**src/hdl/rgbp_consts.svh**
```systemverilog
// Offsets, field positions, reset values and timing counts of the colour and proximity sensor.
`ifndef RGBP_CONSTS_SVH
`define RGBP_CONSTS_SVH

`define RGBP_CLK_MHZ        10
`define RGBP_STEP_US        2400
`define RGBP_PULSE_PER_US   14
`define RGBP_PULSE_ON_NS    6300
`define RGBP_WAIT_LONG_MUL  4'hC

`define RGBP_R_ENABLE   5'h00
`define RGBP_R_ITIME    5'h01
`define RGBP_R_WTIME    5'h02
`define RGBP_R_CONFIG   5'h03
`define RGBP_R_COL_LO   5'h04
`define RGBP_R_COL_HI   5'h05
`define RGBP_R_PRX_LO   5'h06
`define RGBP_R_PRX_HI   5'h07
`define RGBP_R_PERSIST  5'h08
`define RGBP_R_PULSES   5'h09
`define RGBP_R_DRIVE    5'h0A
`define RGBP_R_STATUS   5'h0B
`define RGBP_R_MASK     5'h0C
`define RGBP_R_DATA0    5'h10
`define RGBP_R_PRX_DATA 5'h14

`define RGBP_EN_PON     0
`define RGBP_EN_COL     1
`define RGBP_EN_PRX     2
`define RGBP_EN_WAIT    3
`define RGBP_CFG_WLONG  0
`define RGBP_ST_CVALID  0
`define RGBP_ST_PVALID  1
`define RGBP_ST_CINT    4
`define RGBP_ST_PINT    5

`define RGBP_RST_ITIME  8'hFF
`define RGBP_RST_WTIME  8'hFF
`define RGBP_RST_HI     16'hFFFF
`define RGBP_RST_PULSES 8'h01

`endif

```
**src/hdl/rgbp_pkg.sv**
```systemverilog
// Types of the colour and proximity sensor control block.
package rgbp_pkg;

    typedef enum logic [3:0] {
        ST_SLEEP  = 4'h1,
        ST_PROX   = 4'h2,
        ST_COLOUR = 4'h4,
        ST_WAIT   = 4'h8
    } rgbp_fsm_t;

    typedef enum logic [6:0] {
        I2_IDLE  = 7'h01,
        I2_ADDR  = 7'h02,
        I2_ACK_A = 7'h04,
        I2_WR    = 7'h08,
        I2_ACK_W = 7'h10,
        I2_RD    = 7'h20,
        I2_ACK_R = 7'h40
    } rgbp_i2c_t;

    // Index 0 clear, 1 red, 2 green, 3 blue.
    typedef logic [3:0][15:0] rgbp_chan_t;
    typedef logic [3:0][9:0]  rgbp_samp_t;

    typedef struct packed {
        rgbp_fsm_t   fsm;
        logic [19:0] stepc;
        logic [7:0]  nstep;
        logic [3:0]  sub;
        logic [7:0]  tick;
        logic [7:0]  pcnt;
        rgbp_chan_t  acc;
        logic [15:0] pacc;
        rgbp_chan_t  cdata;
        logic [15:0] pdata;
        logic [7:0]  enable;
        logic [7:0]  itime;
        logic [7:0]  wtime;
        logic [7:0]  cfg;
        logic [15:0] col_lo;
        logic [15:0] col_hi;
        logic [15:0] prx_lo;
        logic [15:0] prx_hi;
        logic [7:0]  pers;
        logic [7:0]  pulses;
        logic [1:0]  drive;
        logic [7:0]  status;
        logic [7:0]  mask;
        logic [3:0]  pcol;
        logic [3:0]  pprx;
        logic [15:0] rdata;
        logic [2:0]  scl_s;
        logic [2:0]  sda_s;
        rgbp_i2c_t   i2s;
        logic [3:0]  cnt;
        logic [7:0]  sh;
        logic [7:0]  tx;
        logic [7:0]  ptr;
        logic [7:0]  wlo;
        logic [7:0]  hish;
        logic        rw;
        logic        first;
        logic        nack;
        logic        sda_oe;
    } rgbp_state_t;

endpackage

```
**src/hdl/rgbp_top.sv**
```systemverilog
// Colour and proximity sensor control: sequencer, thresholds, LED pulses, I2C target, registers.
// Contract
// - Four channel accumulators integrate together and saturate at 16 bits.
// - Results move to the readable data registers only when a cycle ends, and an I2C read of the high byte comes from a copy taken with the low byte.
// - An enabled threshold event raises a level interrupt that stays until software clears it.
// - A result below the lower limit or above the upper limit is a threshold event.
// - The interrupt is raised only after the programmed number of consecutive out-of-range results.
// - Colour and proximity keep their own limits and persistence and are judged apart.
// - Software picks one of four LED sink levels: 100, 50, 25 or 12.5 mA.
// - Each proximity measurement emits the programmed number of LED pulses, one to 255.
// - LED pulses repeat with a period of 14 us.
// - The interrupt pin is open drain and pulled low while the interrupt is asserted.
// - The I2C target works with bus clocks up to 400 kHz; the host model clocks at 1.25 MHz, above that rate.
// - A wait timer of 2.4 ms steps, twelve times longer in long mode, separates measurements.
// - The sequencer rests in a low-power state while asleep or waiting.
`timescale 1ns/1ps
`default_nettype none
`include "rgbp_consts.svh"

module rgbp_top #(
    parameter int         STEP_CYC = `RGBP_STEP_US * `RGBP_CLK_MHZ,
    // Arbitrary target address; set per ordered variant.
    parameter logic [6:0] I2C_ADDR = 7'h5A
) (
    input  wire logic              clk,
    input  wire logic              srst,
    input  wire logic [4:0]        addr,
    input  wire logic [15:0]       wdata,
    input  wire logic              wr_stb,
    input  wire logic              rd_stb,
    output logic [15:0]            rdata,
    input  wire rgbp_pkg::rgbp_samp_t colour_channels,
    input  wire logic [9:0]        prox_sample,
    input  wire logic              scl_in,
    input  wire logic              sda_in,
    output logic                   sda_out,
    output logic                   sda_oe,
    output logic                   int_out,
    output logic                   int_oe,
    output logic                   ir_led_sink_out,
    output logic [1:0]             led_drive_sel,
    output logic                   low_power
);
    localparam logic [19:0] STEP_LAST = 20'(STEP_CYC - 1);
    localparam logic [7:0]  PER_LAST  = 8'(`RGBP_PULSE_PER_US * `RGBP_CLK_MHZ - 1);
    localparam logic [7:0]  ON_CYC    = 8'(`RGBP_PULSE_ON_NS * `RGBP_CLK_MHZ / 1000);

    rgbp_pkg::rgbp_state_t st;
    rgbp_pkg::rgbp_state_t next_st;
    rgbp_pkg::rgbp_chan_t  col_sum;

    function automatic logic [15:0] sat_add(input logic [15:0] a, input logic [9:0] b);
        logic [16:0] s;
        s = {1'b0, a} + {7'h00, b};
        return s[16] ? 16'hFFFF : s[15:0];
    endfunction

    function automatic logic [15:0] rd_reg(input rgbp_pkg::rgbp_state_t s, input logic [4:0] i);
        logic [15:0] v;
        v = 16'h0000;
        case (i)
            `RGBP_R_ENABLE:   v = {8'h00, s.enable};
            `RGBP_R_ITIME:    v = {8'h00, s.itime};
            `RGBP_R_WTIME:    v = {8'h00, s.wtime};
            `RGBP_R_CONFIG:   v = {8'h00, s.cfg};
            `RGBP_R_COL_LO:   v = s.col_lo;
            `RGBP_R_COL_HI:   v = s.col_hi;
            `RGBP_R_PRX_LO:   v = s.prx_lo;
            `RGBP_R_PRX_HI:   v = s.prx_hi;
            `RGBP_R_PERSIST:  v = {8'h00, s.pers};
            `RGBP_R_PULSES:   v = {8'h00, s.pulses};
            `RGBP_R_DRIVE:    v = {14'h0000, s.drive};
            `RGBP_R_STATUS:   v = {8'h00, s.status};
            `RGBP_R_MASK:     v = {8'h00, s.mask};
            `RGBP_R_PRX_DATA: v = s.pdata;
            default: begin
                if (i[4:2] == 3'h4) begin
                    v = s.cdata[i[1:0]];
                end
            end
        endcase
        return v;
    endfunction

    genvar gi;
    generate
        for (gi = 0; gi < 4; gi++) begin : g_chan
            assign col_sum[gi] = sat_add(st.acc[gi], colour_channels[gi]);
        end
    endgenerate

    always_comb begin
        logic        rise;
        logic        fall;
        logic        i2c_wr;
        logic        load;
        logic        wen;
        logic [4:0]  widx;
        logic [15:0] wval;
        logic [15:0] rv;
        logic [15:0] psum;
        logic [3:0]  npc;
        logic        cout;
        logic        pout;
        rise   = 1'b0;
        fall   = 1'b0;
        i2c_wr = 1'b0;
        load   = 1'b0;
        wen    = 1'b0;
        widx   = 5'h00;
        wval   = 16'h0000;
        rv     = 16'h0000;
        psum   = sat_add(st.pacc, prox_sample);
        npc    = 4'h0;
        cout   = 1'b0;
        pout   = 1'b0;
        next_st = st;

        // I2C target; only the second synchroniser stage and later are read.
        next_st.scl_s = {st.scl_s[1:0], scl_in};
        next_st.sda_s = {st.sda_s[1:0], sda_in};
        rise = st.scl_s[1] & ~st.scl_s[2];
        fall = ~st.scl_s[1] & st.scl_s[2];
        if (st.scl_s[1] & st.scl_s[2] & (st.sda_s[1] ^ st.sda_s[2])) begin
            next_st.sda_oe = 1'b0;
            next_st.cnt    = 4'h0;
            next_st.first  = 1'b1;
            next_st.i2s    = st.sda_s[1] ? rgbp_pkg::I2_IDLE : rgbp_pkg::I2_ADDR;
        end else begin
            unique case (st.i2s)
                rgbp_pkg::I2_IDLE: begin
                end
                rgbp_pkg::I2_ADDR, rgbp_pkg::I2_WR: begin
                    if (rise) begin
                        next_st.sh  = {st.sh[6:0], st.sda_s[1]};
                        next_st.cnt = st.cnt + 4'h1;
                    end else if (fall && st.cnt == 4'h8) begin
                        next_st.cnt = 4'h0;
                        if (st.i2s == rgbp_pkg::I2_ADDR) begin
                            if (st.sh[7:1] == I2C_ADDR) begin
                                next_st.rw     = st.sh[0];
                                next_st.i2s    = rgbp_pkg::I2_ACK_A;
                                next_st.sda_oe = 1'b1;
                            end else begin
                                next_st.i2s = rgbp_pkg::I2_IDLE;
                            end
                        end else begin
                            next_st.i2s    = rgbp_pkg::I2_ACK_W;
                            next_st.sda_oe = 1'b1;
                            next_st.first  = 1'b0;
                            if (st.first) begin
                                next_st.ptr = st.sh;
                            end else begin
                                next_st.ptr = st.ptr + 8'h01;
                                next_st.wlo = st.sh;
                                i2c_wr      = st.ptr[0];
                            end
                        end
                    end
                end
                rgbp_pkg::I2_ACK_A, rgbp_pkg::I2_ACK_W: begin
                    if (fall) begin
                        next_st.sda_oe = 1'b0;
                        next_st.i2s    = rgbp_pkg::I2_WR;
                        load           = st.rw && st.i2s == rgbp_pkg::I2_ACK_A;
                    end
                end
                rgbp_pkg::I2_RD: begin
                    if (fall) begin
                        next_st.cnt = st.cnt + 4'h1;
                        next_st.tx  = {st.tx[6:0], 1'b0};
                        next_st.sda_oe = ~st.tx[6];
                        if (st.cnt == 4'h8) begin
                            next_st.sda_oe = 1'b0;
                            next_st.i2s    = rgbp_pkg::I2_ACK_R;
                        end
                    end
                end
                rgbp_pkg::I2_ACK_R: begin
                    if (rise) begin
                        next_st.nack = st.sda_s[1];
                    end else if (fall) begin
                        next_st.i2s = rgbp_pkg::I2_IDLE;
                        load        = ~st.nack;
                    end
                end
            endcase
        end
        if (load) begin
            rv          = rd_reg(st, st.ptr[5:1]);
            next_st.tx  = st.ptr[0] ? st.hish : rv[7:0];
            next_st.hish = st.ptr[0] ? st.hish : rv[15:8];
            next_st.sda_oe = st.ptr[0] ? ~st.hish[7] : ~rv[7];
            next_st.ptr = st.ptr + 8'h01;
            next_st.cnt = 4'h1;
            next_st.i2s = rgbp_pkg::I2_RD;
        end

        // Register port; a bus write wins over an I2C commit in the same cycle.
        if (rd_stb) begin
            next_st.rdata = rd_reg(st, addr);
        end
        if (wr_stb) begin
            wen  = 1'b1;
            widx = addr;
            wval = wdata;
        end else if (i2c_wr) begin
            wen  = 1'b1;
            widx = st.ptr[5:1];
            wval = {st.sh, st.wlo};
        end
        if (wen) begin
            case (widx)
                `RGBP_R_ENABLE:  next_st.enable = wval[7:0];
                `RGBP_R_ITIME:   next_st.itime  = wval[7:0];
                `RGBP_R_WTIME:   next_st.wtime  = wval[7:0];
                `RGBP_R_CONFIG:  next_st.cfg    = wval[7:0];
                `RGBP_R_COL_LO:  next_st.col_lo = wval;
                `RGBP_R_COL_HI:  next_st.col_hi = wval;
                `RGBP_R_PRX_LO:  next_st.prx_lo = wval;
                `RGBP_R_PRX_HI:  next_st.prx_hi = wval;
                `RGBP_R_PERSIST: next_st.pers   = wval[7:0];
                `RGBP_R_PULSES:  next_st.pulses = wval[7:0];
                `RGBP_R_DRIVE:   next_st.drive  = wval[1:0];
                `RGBP_R_STATUS:  next_st.status = st.status & ~wval[7:0];
                `RGBP_R_MASK:    next_st.mask   = wval[7:0];
                default: begin
                end
            endcase
        end

        // Measurement sequencer; status sets come after the clear so that they win.
        unique case (st.fsm)
            rgbp_pkg::ST_SLEEP: begin
                next_st.fsm = rgbp_pkg::ST_PROX;
            end
            rgbp_pkg::ST_PROX: begin
                if (!st.enable[`RGBP_EN_PRX] || st.pulses == 8'h00) begin
                    next_st.fsm = rgbp_pkg::ST_COLOUR;
                end else begin
                    next_st.tick = st.tick + 8'h01;
                    if (st.tick == PER_LAST) begin
                        next_st.tick = 8'h00;
                        next_st.pacc = psum;
                        next_st.pcnt = st.pcnt + 8'h01;
                        if (st.pcnt == st.pulses - 8'h01) begin
                            next_st.pdata = psum;
                            next_st.fsm   = rgbp_pkg::ST_COLOUR;
                            pout = psum < st.prx_lo || psum > st.prx_hi;
                            npc  = pout ? st.pprx + {3'h0, st.pprx != 4'hF} : 4'h0;
                            next_st.pprx = npc;
                            next_st.status[`RGBP_ST_PVALID] = 1'b1;
                            if (pout && npc >= st.pers[7:4]) begin
                                next_st.status[`RGBP_ST_PINT] = 1'b1;
                            end
                        end
                    end
                end
            end
            rgbp_pkg::ST_COLOUR: begin
                if (!st.enable[`RGBP_EN_COL]) begin
                    next_st.fsm = rgbp_pkg::ST_WAIT;
                end else begin
                    next_st.stepc = st.stepc + 20'h00001;
                    if (st.stepc == STEP_LAST) begin
                        next_st.stepc = 20'h00000;
                        next_st.acc   = col_sum;
                        next_st.nstep = st.nstep + 8'h01;
                        if (st.nstep == 8'hFF) begin
                            next_st.cdata = col_sum;
                            next_st.fsm   = rgbp_pkg::ST_WAIT;
                            cout = col_sum[0] < st.col_lo || col_sum[0] > st.col_hi;
                            npc  = cout ? st.pcol + {3'h0, st.pcol != 4'hF} : 4'h0;
                            next_st.pcol = npc;
                            next_st.status[`RGBP_ST_CVALID] = 1'b1;
                            if (cout && npc >= st.pers[3:0]) begin
                                next_st.status[`RGBP_ST_CINT] = 1'b1;
                            end
                        end
                    end
                end
            end
            rgbp_pkg::ST_WAIT: begin
                if (!st.enable[`RGBP_EN_WAIT]) begin
                    next_st.fsm = rgbp_pkg::ST_PROX;
                end else begin
                    next_st.stepc = st.stepc + 20'h00001;
                    if (st.stepc == STEP_LAST) begin
                        next_st.stepc = 20'h00000;
                        next_st.sub   = st.sub + 4'h1;
                        if (st.sub == (st.cfg[`RGBP_CFG_WLONG] ? `RGBP_WAIT_LONG_MUL - 4'h1 : 4'h0)) begin
                            next_st.sub   = 4'h0;
                            next_st.nstep = st.nstep + 8'h01;
                            if (st.nstep == 8'hFF) begin
                                next_st.fsm = rgbp_pkg::ST_PROX;
                            end
                        end
                    end
                end
            end
        endcase
        if (!st.enable[`RGBP_EN_PON]) begin
            next_st.fsm = rgbp_pkg::ST_SLEEP;
        end
        if (next_st.fsm != st.fsm) begin
            next_st.stepc = 20'h00000;
            next_st.sub   = 4'h0;
            next_st.tick  = 8'h00;
            next_st.pcnt  = 8'h00;
            next_st.pacc  = 16'h0000;
            next_st.acc   = '0;
            next_st.nstep = next_st.fsm == rgbp_pkg::ST_COLOUR ? st.itime : st.wtime;
        end
    end

    always_ff @(posedge clk) begin
        if (srst) begin
            st        <= '0;
            st.fsm    <= rgbp_pkg::ST_SLEEP;
            st.i2s    <= rgbp_pkg::I2_IDLE;
            st.itime  <= `RGBP_RST_ITIME;
            st.wtime  <= `RGBP_RST_WTIME;
            st.col_hi <= `RGBP_RST_HI;
            st.prx_hi <= `RGBP_RST_HI;
            st.pulses <= `RGBP_RST_PULSES;
            st.scl_s  <= 3'h7;
            st.sda_s  <= 3'h7;
        end else begin
            st <= next_st;
        end
    end

    assign rdata           = st.rdata;
    assign sda_out         = 1'b0;
    assign sda_oe          = st.sda_oe;
    assign int_out         = 1'b0;
    assign int_oe          = |(st.status & st.mask);
    assign ir_led_sink_out = st.fsm == rgbp_pkg::ST_PROX && st.enable[`RGBP_EN_PRX] &&
                             st.pulses != 8'h00 && st.tick < ON_CYC;
    assign led_drive_sel   = st.drive;
    assign low_power       = st.fsm == rgbp_pkg::ST_SLEEP || st.fsm == rgbp_pkg::ST_WAIT;

    a_led_on_width: assert property (@(posedge clk) disable iff (srst)
        $rose(ir_led_sink_out) |-> ##62 ir_led_sink_out ##1 !ir_led_sink_out)
        else $error("LED on time wrong");
    a_led_period: assert property (@(posedge clk) disable iff (srst)
        $rose(ir_led_sink_out) && st.pcnt != st.pulses - 8'h01 && st.enable[`RGBP_EN_PON]
        && !wr_stb && st.i2s == rgbp_pkg::I2_IDLE |-> ##140 $rose(ir_led_sink_out))
        else $error("LED pulse period wrong");
    a_led_only_prox: assert property (@(posedge clk) disable iff (srst)
        ir_led_sink_out |-> st.fsm == rgbp_pkg::ST_PROX)
        else $error("LED on outside proximity");
    a_int_sticky: assert property (@(posedge clk) disable iff (srst)
        int_oe && !wr_stb && st.i2s == rgbp_pkg::I2_IDLE |=> int_oe)
        else $error("Interrupt dropped without a clear");
    a_data_buffered: assert property (@(posedge clk) disable iff (srst)
        st.cdata != $past(st.cdata) |-> $past(st.fsm) == rgbp_pkg::ST_COLOUR
        && st.fsm != rgbp_pkg::ST_COLOUR)
        else $error("Data changed mid cycle");
    a_col_limit: assert property (@(posedge clk) disable iff (srst)
        $rose(st.status[`RGBP_ST_CINT]) |-> st.cdata[0] < st.col_lo || st.cdata[0] > st.col_hi)
        else $error("Colour event inside limits");
    a_prx_limit: assert property (@(posedge clk) disable iff (srst)
        $rose(st.status[`RGBP_ST_PINT]) |-> st.pdata < st.prx_lo || st.pdata > st.prx_hi)
        else $error("Proximity event inside limits");
    a_col_persist: assert property (@(posedge clk) disable iff (srst)
        $rose(st.status[`RGBP_ST_CINT]) |-> st.pcol >= st.pers[3:0] && st.pcol != 4'h0)
        else $error("Colour event before persistence");
    a_rest_power: assert property (@(posedge clk) disable iff (srst)
        !st.enable[`RGBP_EN_PON] |=> low_power)
        else $error("Not resting while powered down");
    a_addr_match: assert property (@(posedge clk) disable iff (srst)
        st.i2s == rgbp_pkg::I2_ACK_A |-> st.sh[7:1] == I2C_ADDR && st.sda_oe)
        else $error("Acknowledged a foreign address");

endmodule // rgbp_top
`default_nettype wire

```
**config.mk**
```make
export PLATFORM = sky130hd
export DESIGN_NAME = rgbp_top
export DESIGN_NICKNAME = d
export VERILOG_FILES = /design/src/hdl/rgbp_pkg.sv /design/src/hdl/rgbp_top.sv
export VERILOG_INCLUDE_DIRS = /design/src /design/src/hdl
export SDC_FILE = /design/constraint.sdc
export NUM_CORES = 1
export LEC_CHECK = 0
export BUFFER_PORTS_ARGS = -buffer_cell sky130_fd_sc_hd__buf_2
export CAP_MARGIN = 30
export CORE_MARGIN = 5
export CORE_UTILIZATION = 63
export CTS_CLUSTER_DIAMETER = 60
export DETAILED_ROUTE_END_ITERATION = 10
export PLACE_DENSITY = 0.91
export SYNTH_ARGS = -nofsm -noshare
export SYNTH_HDL_FRONTEND = slang
export SYNTH_SLANG_ARGS = --single-unit
```
**constraint.sdc**
```tcl
create_clock -name clk -period 14 [get_ports clk]
set_input_delay 1.4 -clock clk [delete_from_list [all_inputs] [get_ports clk]]
set_output_delay 1.4 -clock clk [all_outputs]
set_load 0.01 [all_outputs]
```
==> flow_summary.ini <==
[power_and_ir_drop]
p_per_area_nw_per_um2 = 99.97
ir_drop_mv = 0.1016
swShare_pct = 24.94
sequentialPowerShare_pct = 45.8
power.total_mw = 2.679
clkPwrFrac_pct = 48.0
p_int_mw = 2.011
p_comb_share_pct = 6.2
leakage_nw = 10.04
p_switching_mw = 0.6681

[worst_setup_path]
path_cells = buf_2, ha_1, fa_1, a211oi_1, o211ai_1, a41oi_1, nand2b_1, o31a_1, inv_1, ha_1, a211oi_1, o21bai_1, a211oi_1, o21ai_0, a21oi_1, o21ai_0, ha_1, nand2b_1, a21o_1, a21oi_1, nor2b_1, o221ai_1, a21oi_1
critPathKind = in2reg
r2r_cells = 22
critPathSlowestCell = a41oi_1
critPathMaxFanout = 11
arrival_ns = 7.14
crit_path_start_kind = input port
r2r_start = st[311]
r2r_end = st[97]
critPathMaxStageDelay_ns = 0.62
cp.required_ns = 14.45
end_kind = flop
r2r_slack_ns = 7.87
crit_family = compound AO/OA/AOI/OAI gates
cp_num_buf_inv = 2

[yosys]
postSynthAreaPerCell_sq_um = 8.384
yosysSeqAreaShare_pct = 34.64
yosys-top-cells-count = 424 x dfxtp_1, 394 x nor2_1, 262 x nand2_1
synth-edff-count = 0
ys_types = 92
ys.warnings.count = 0
synth_flop_cell = dfxtp_1
synth.top_cell.area_share_pct = 34.64
yosys-top-cells-area = dfxtp_1 35%, ha_1 6.8%, nor2_1 6.0%
synth.most_common_cell = dfxtp_1
ys_seq_elements = 424
synth-async-reset-ratio_pct = 0
synth.largest_area_cell = dfxtp_1
syn_inst = 2923
netlist_area_sq_um = 24510

[global_route]
gr-usage-all-layers_pct = 38.10
first_global_vias = 23280
grt_first_pass_wirelength_um = 131900
grt_max_degree = 92
antenna_found_initial = 1
grt.overflow.total = 0

[floorplanning]
core_sq_um = 38560
die_h_um = 207.2
ios = 101
die_w_um = 207.2
start_util_pct = 63.56
rows = 72
die_area_sq_um = 42940

[placement]
hpwlAfterDp_um = 62020
routabilityCongestion = 1.024
io_buffer_count = 98

[clock_network]
cts.repair.resized = 0
insertion_delay_ns = 0.62
clkSlewWorstSetupHoldPaths_ns = 0.06
clockRootBuffer = clkbuf_16
cts.sinks = 424
cts_tree = yes
hold_buffers = 0
ctsLongestPathBuffers = 3
cts_setup_buffers = 0
h-tree-depth = 2
cts_made_buffers = 47

[job]
drv_cap = 0

[sta]
worst_slew_pin_slew_ns = 1.250
post-route-min-period_ns = 6.690
fmax_mhz = 149.5
slew_viol_final = 0
totalNegativeSetupSlack_ns = 0
hold_violations = 0
rsz0062_at_grt = no
post-route-period-util_pct = 47.79
slew_headroom_pct = 16.64
finalSetupViolCount = 0
finClkSkew_ns = 0.02259

[layout]
area_growth_pct = 9.349
layout-drive-gt1-share_pct = 11.16
fillerInstances = 2981
nets = 3144

[outcome]
outcome = completed

[route]
highest_layer = met5
drc = 0
wl_met1_um = 32680
viasPerCell = 7.024
met2_length_um = 38400
vias = 24470
ant_nets = 0
wl_met3_um = 10090
totalWireLength_um = 87070
wl_per_cell_um = 24.99
first_pass_iters = 7
drt_iter0_markers = 4098

[worst_hold_path]
hold_start = next_st[56]
whs_path_depth = 1
hp-class = reg2reg
min_to = next_st[57]
==> worst max-delay path by stage <==
stage | start | slack (ns) | cells after the start | endpoint
after CTS | colour_channels[0] | 7.37 | 23 | st[97]
after detailed placement | colour_channels[0] | 6.80 | 23 | st[97]
after global placement | colour_channels[0] | 6.95 | 23 | st[97]
final | colour_channels[0] | 7.31 | 23 | st[97]
after floorplan | prox_sample[0] | 7.83 | 22 | st[98]
after global routing | colour_channels[0] | 6.78 | 22 | st[97]
==> sequential cells by signal, indices dropped and copies added, names as in the netlist <==
signal         count
next_st            4
led_drive_sel      2
sda_oe             1
st               401
rdata             16
==> routing by layer <==
| layer | vias to the layer above | GRT usage (%) |
|---|---|---|
| met1 | 11540 | 47.75 |
| li1 | 10870 | - |
| met4 | 2 | 20.52 |
| met5 | - | 0 |
| met3 | 414 | 9.596 |
| met2 | 1653 | 60.66 |
==> power groups by stage <==
| stage | combinational (mW) | sequential, mW | clock, mW |
|---|---|---|---|
| final | 0.166 | 1.23 | 1.29 |
| after global routing | 0.177 | 1.23 | 1.35 |
| after CTS | 0.160 | 1.23 | 1.29 |
| after detailed placement | 0.158 | 1.25 | 0 |
| after global placement | 0.154 | 1.25 | 0 |
| after floorplan | 0.110 | 1.25 | 0 |
==> through the flow <==
stage | hold slack (ns) | setup slack (ns) | area [sq um] | util (%) | cells
6_report | 0.4315 | 7.310 | 26800 | 69.50 | 3484
3_3_place_gp | 0.3983 | 6.945 | 25110 | 65.13 | 3390
2_1_floorplan | 0.3895 | 7.832 | 24510 | - | 2924
3_5_place_dp | 0.4206 | 6.798 | 25140 | 65.20 | 3394
4_1_cts | 0.4370 | 7.368 | 26720 | 69.31 | 3480
5_1_grt | 0.4520 | 6.783 | 26790 | 69.49 | 3483
==> final cells by class <==
class | count | area, sq um | share of cell area, %
Antenna cell | 1 | 2.502 | 0.009338
Multi-Input combinational cell | 2208 | 14800 | 55.24
Sequential cell | 424 | 8488 | 31.68
Clock inverter | 26 | 277.8 | 1.037
Tap cell | 518 | 648.1 | 2.419
Inverter | 104 | 390.4 | 1.457
Timing Repair Buffer | 143 | 882.1 | 3.292
Clock buffer | 60 | 1306 | 4.875
==> kinds of logic after synthesis <==
| kind of cell | synth area share (%) |
|---|---|
| adders and majority gates | 7.250 |
| and+or+nand+nor | 20.43 |
| buffers and inverters | 5.182 |
| muxes | 5.152 |
| DFF | 34.64 |
| AOI/OAI and AO/OA | 23.90 |
| xor gates and xnor gates | 3.431 |
| other | 0.01530 |
==> layout by cell type, fill, tap and decap left out, drive strengths merged, types with 49 or more instances in the layout <==
| cell | count |
|---|---|
| a211oi | 122 |
| buf | 143 |
| nor2 | 396 |
| nor3 | 97 |
| nand2 | 262 |
| ha | 134 |
| dfxtp | 424 |
| xor2 | 52 |
| nand3 | 69 |
| a21oi | 153 |
| a22oi | 100 |
| inv | 109 |
| nand4 | 49 |
| o21ai | 80 |
| clkbuf | 60 |
Note: power is estimated with default switching activity, not from simulation.
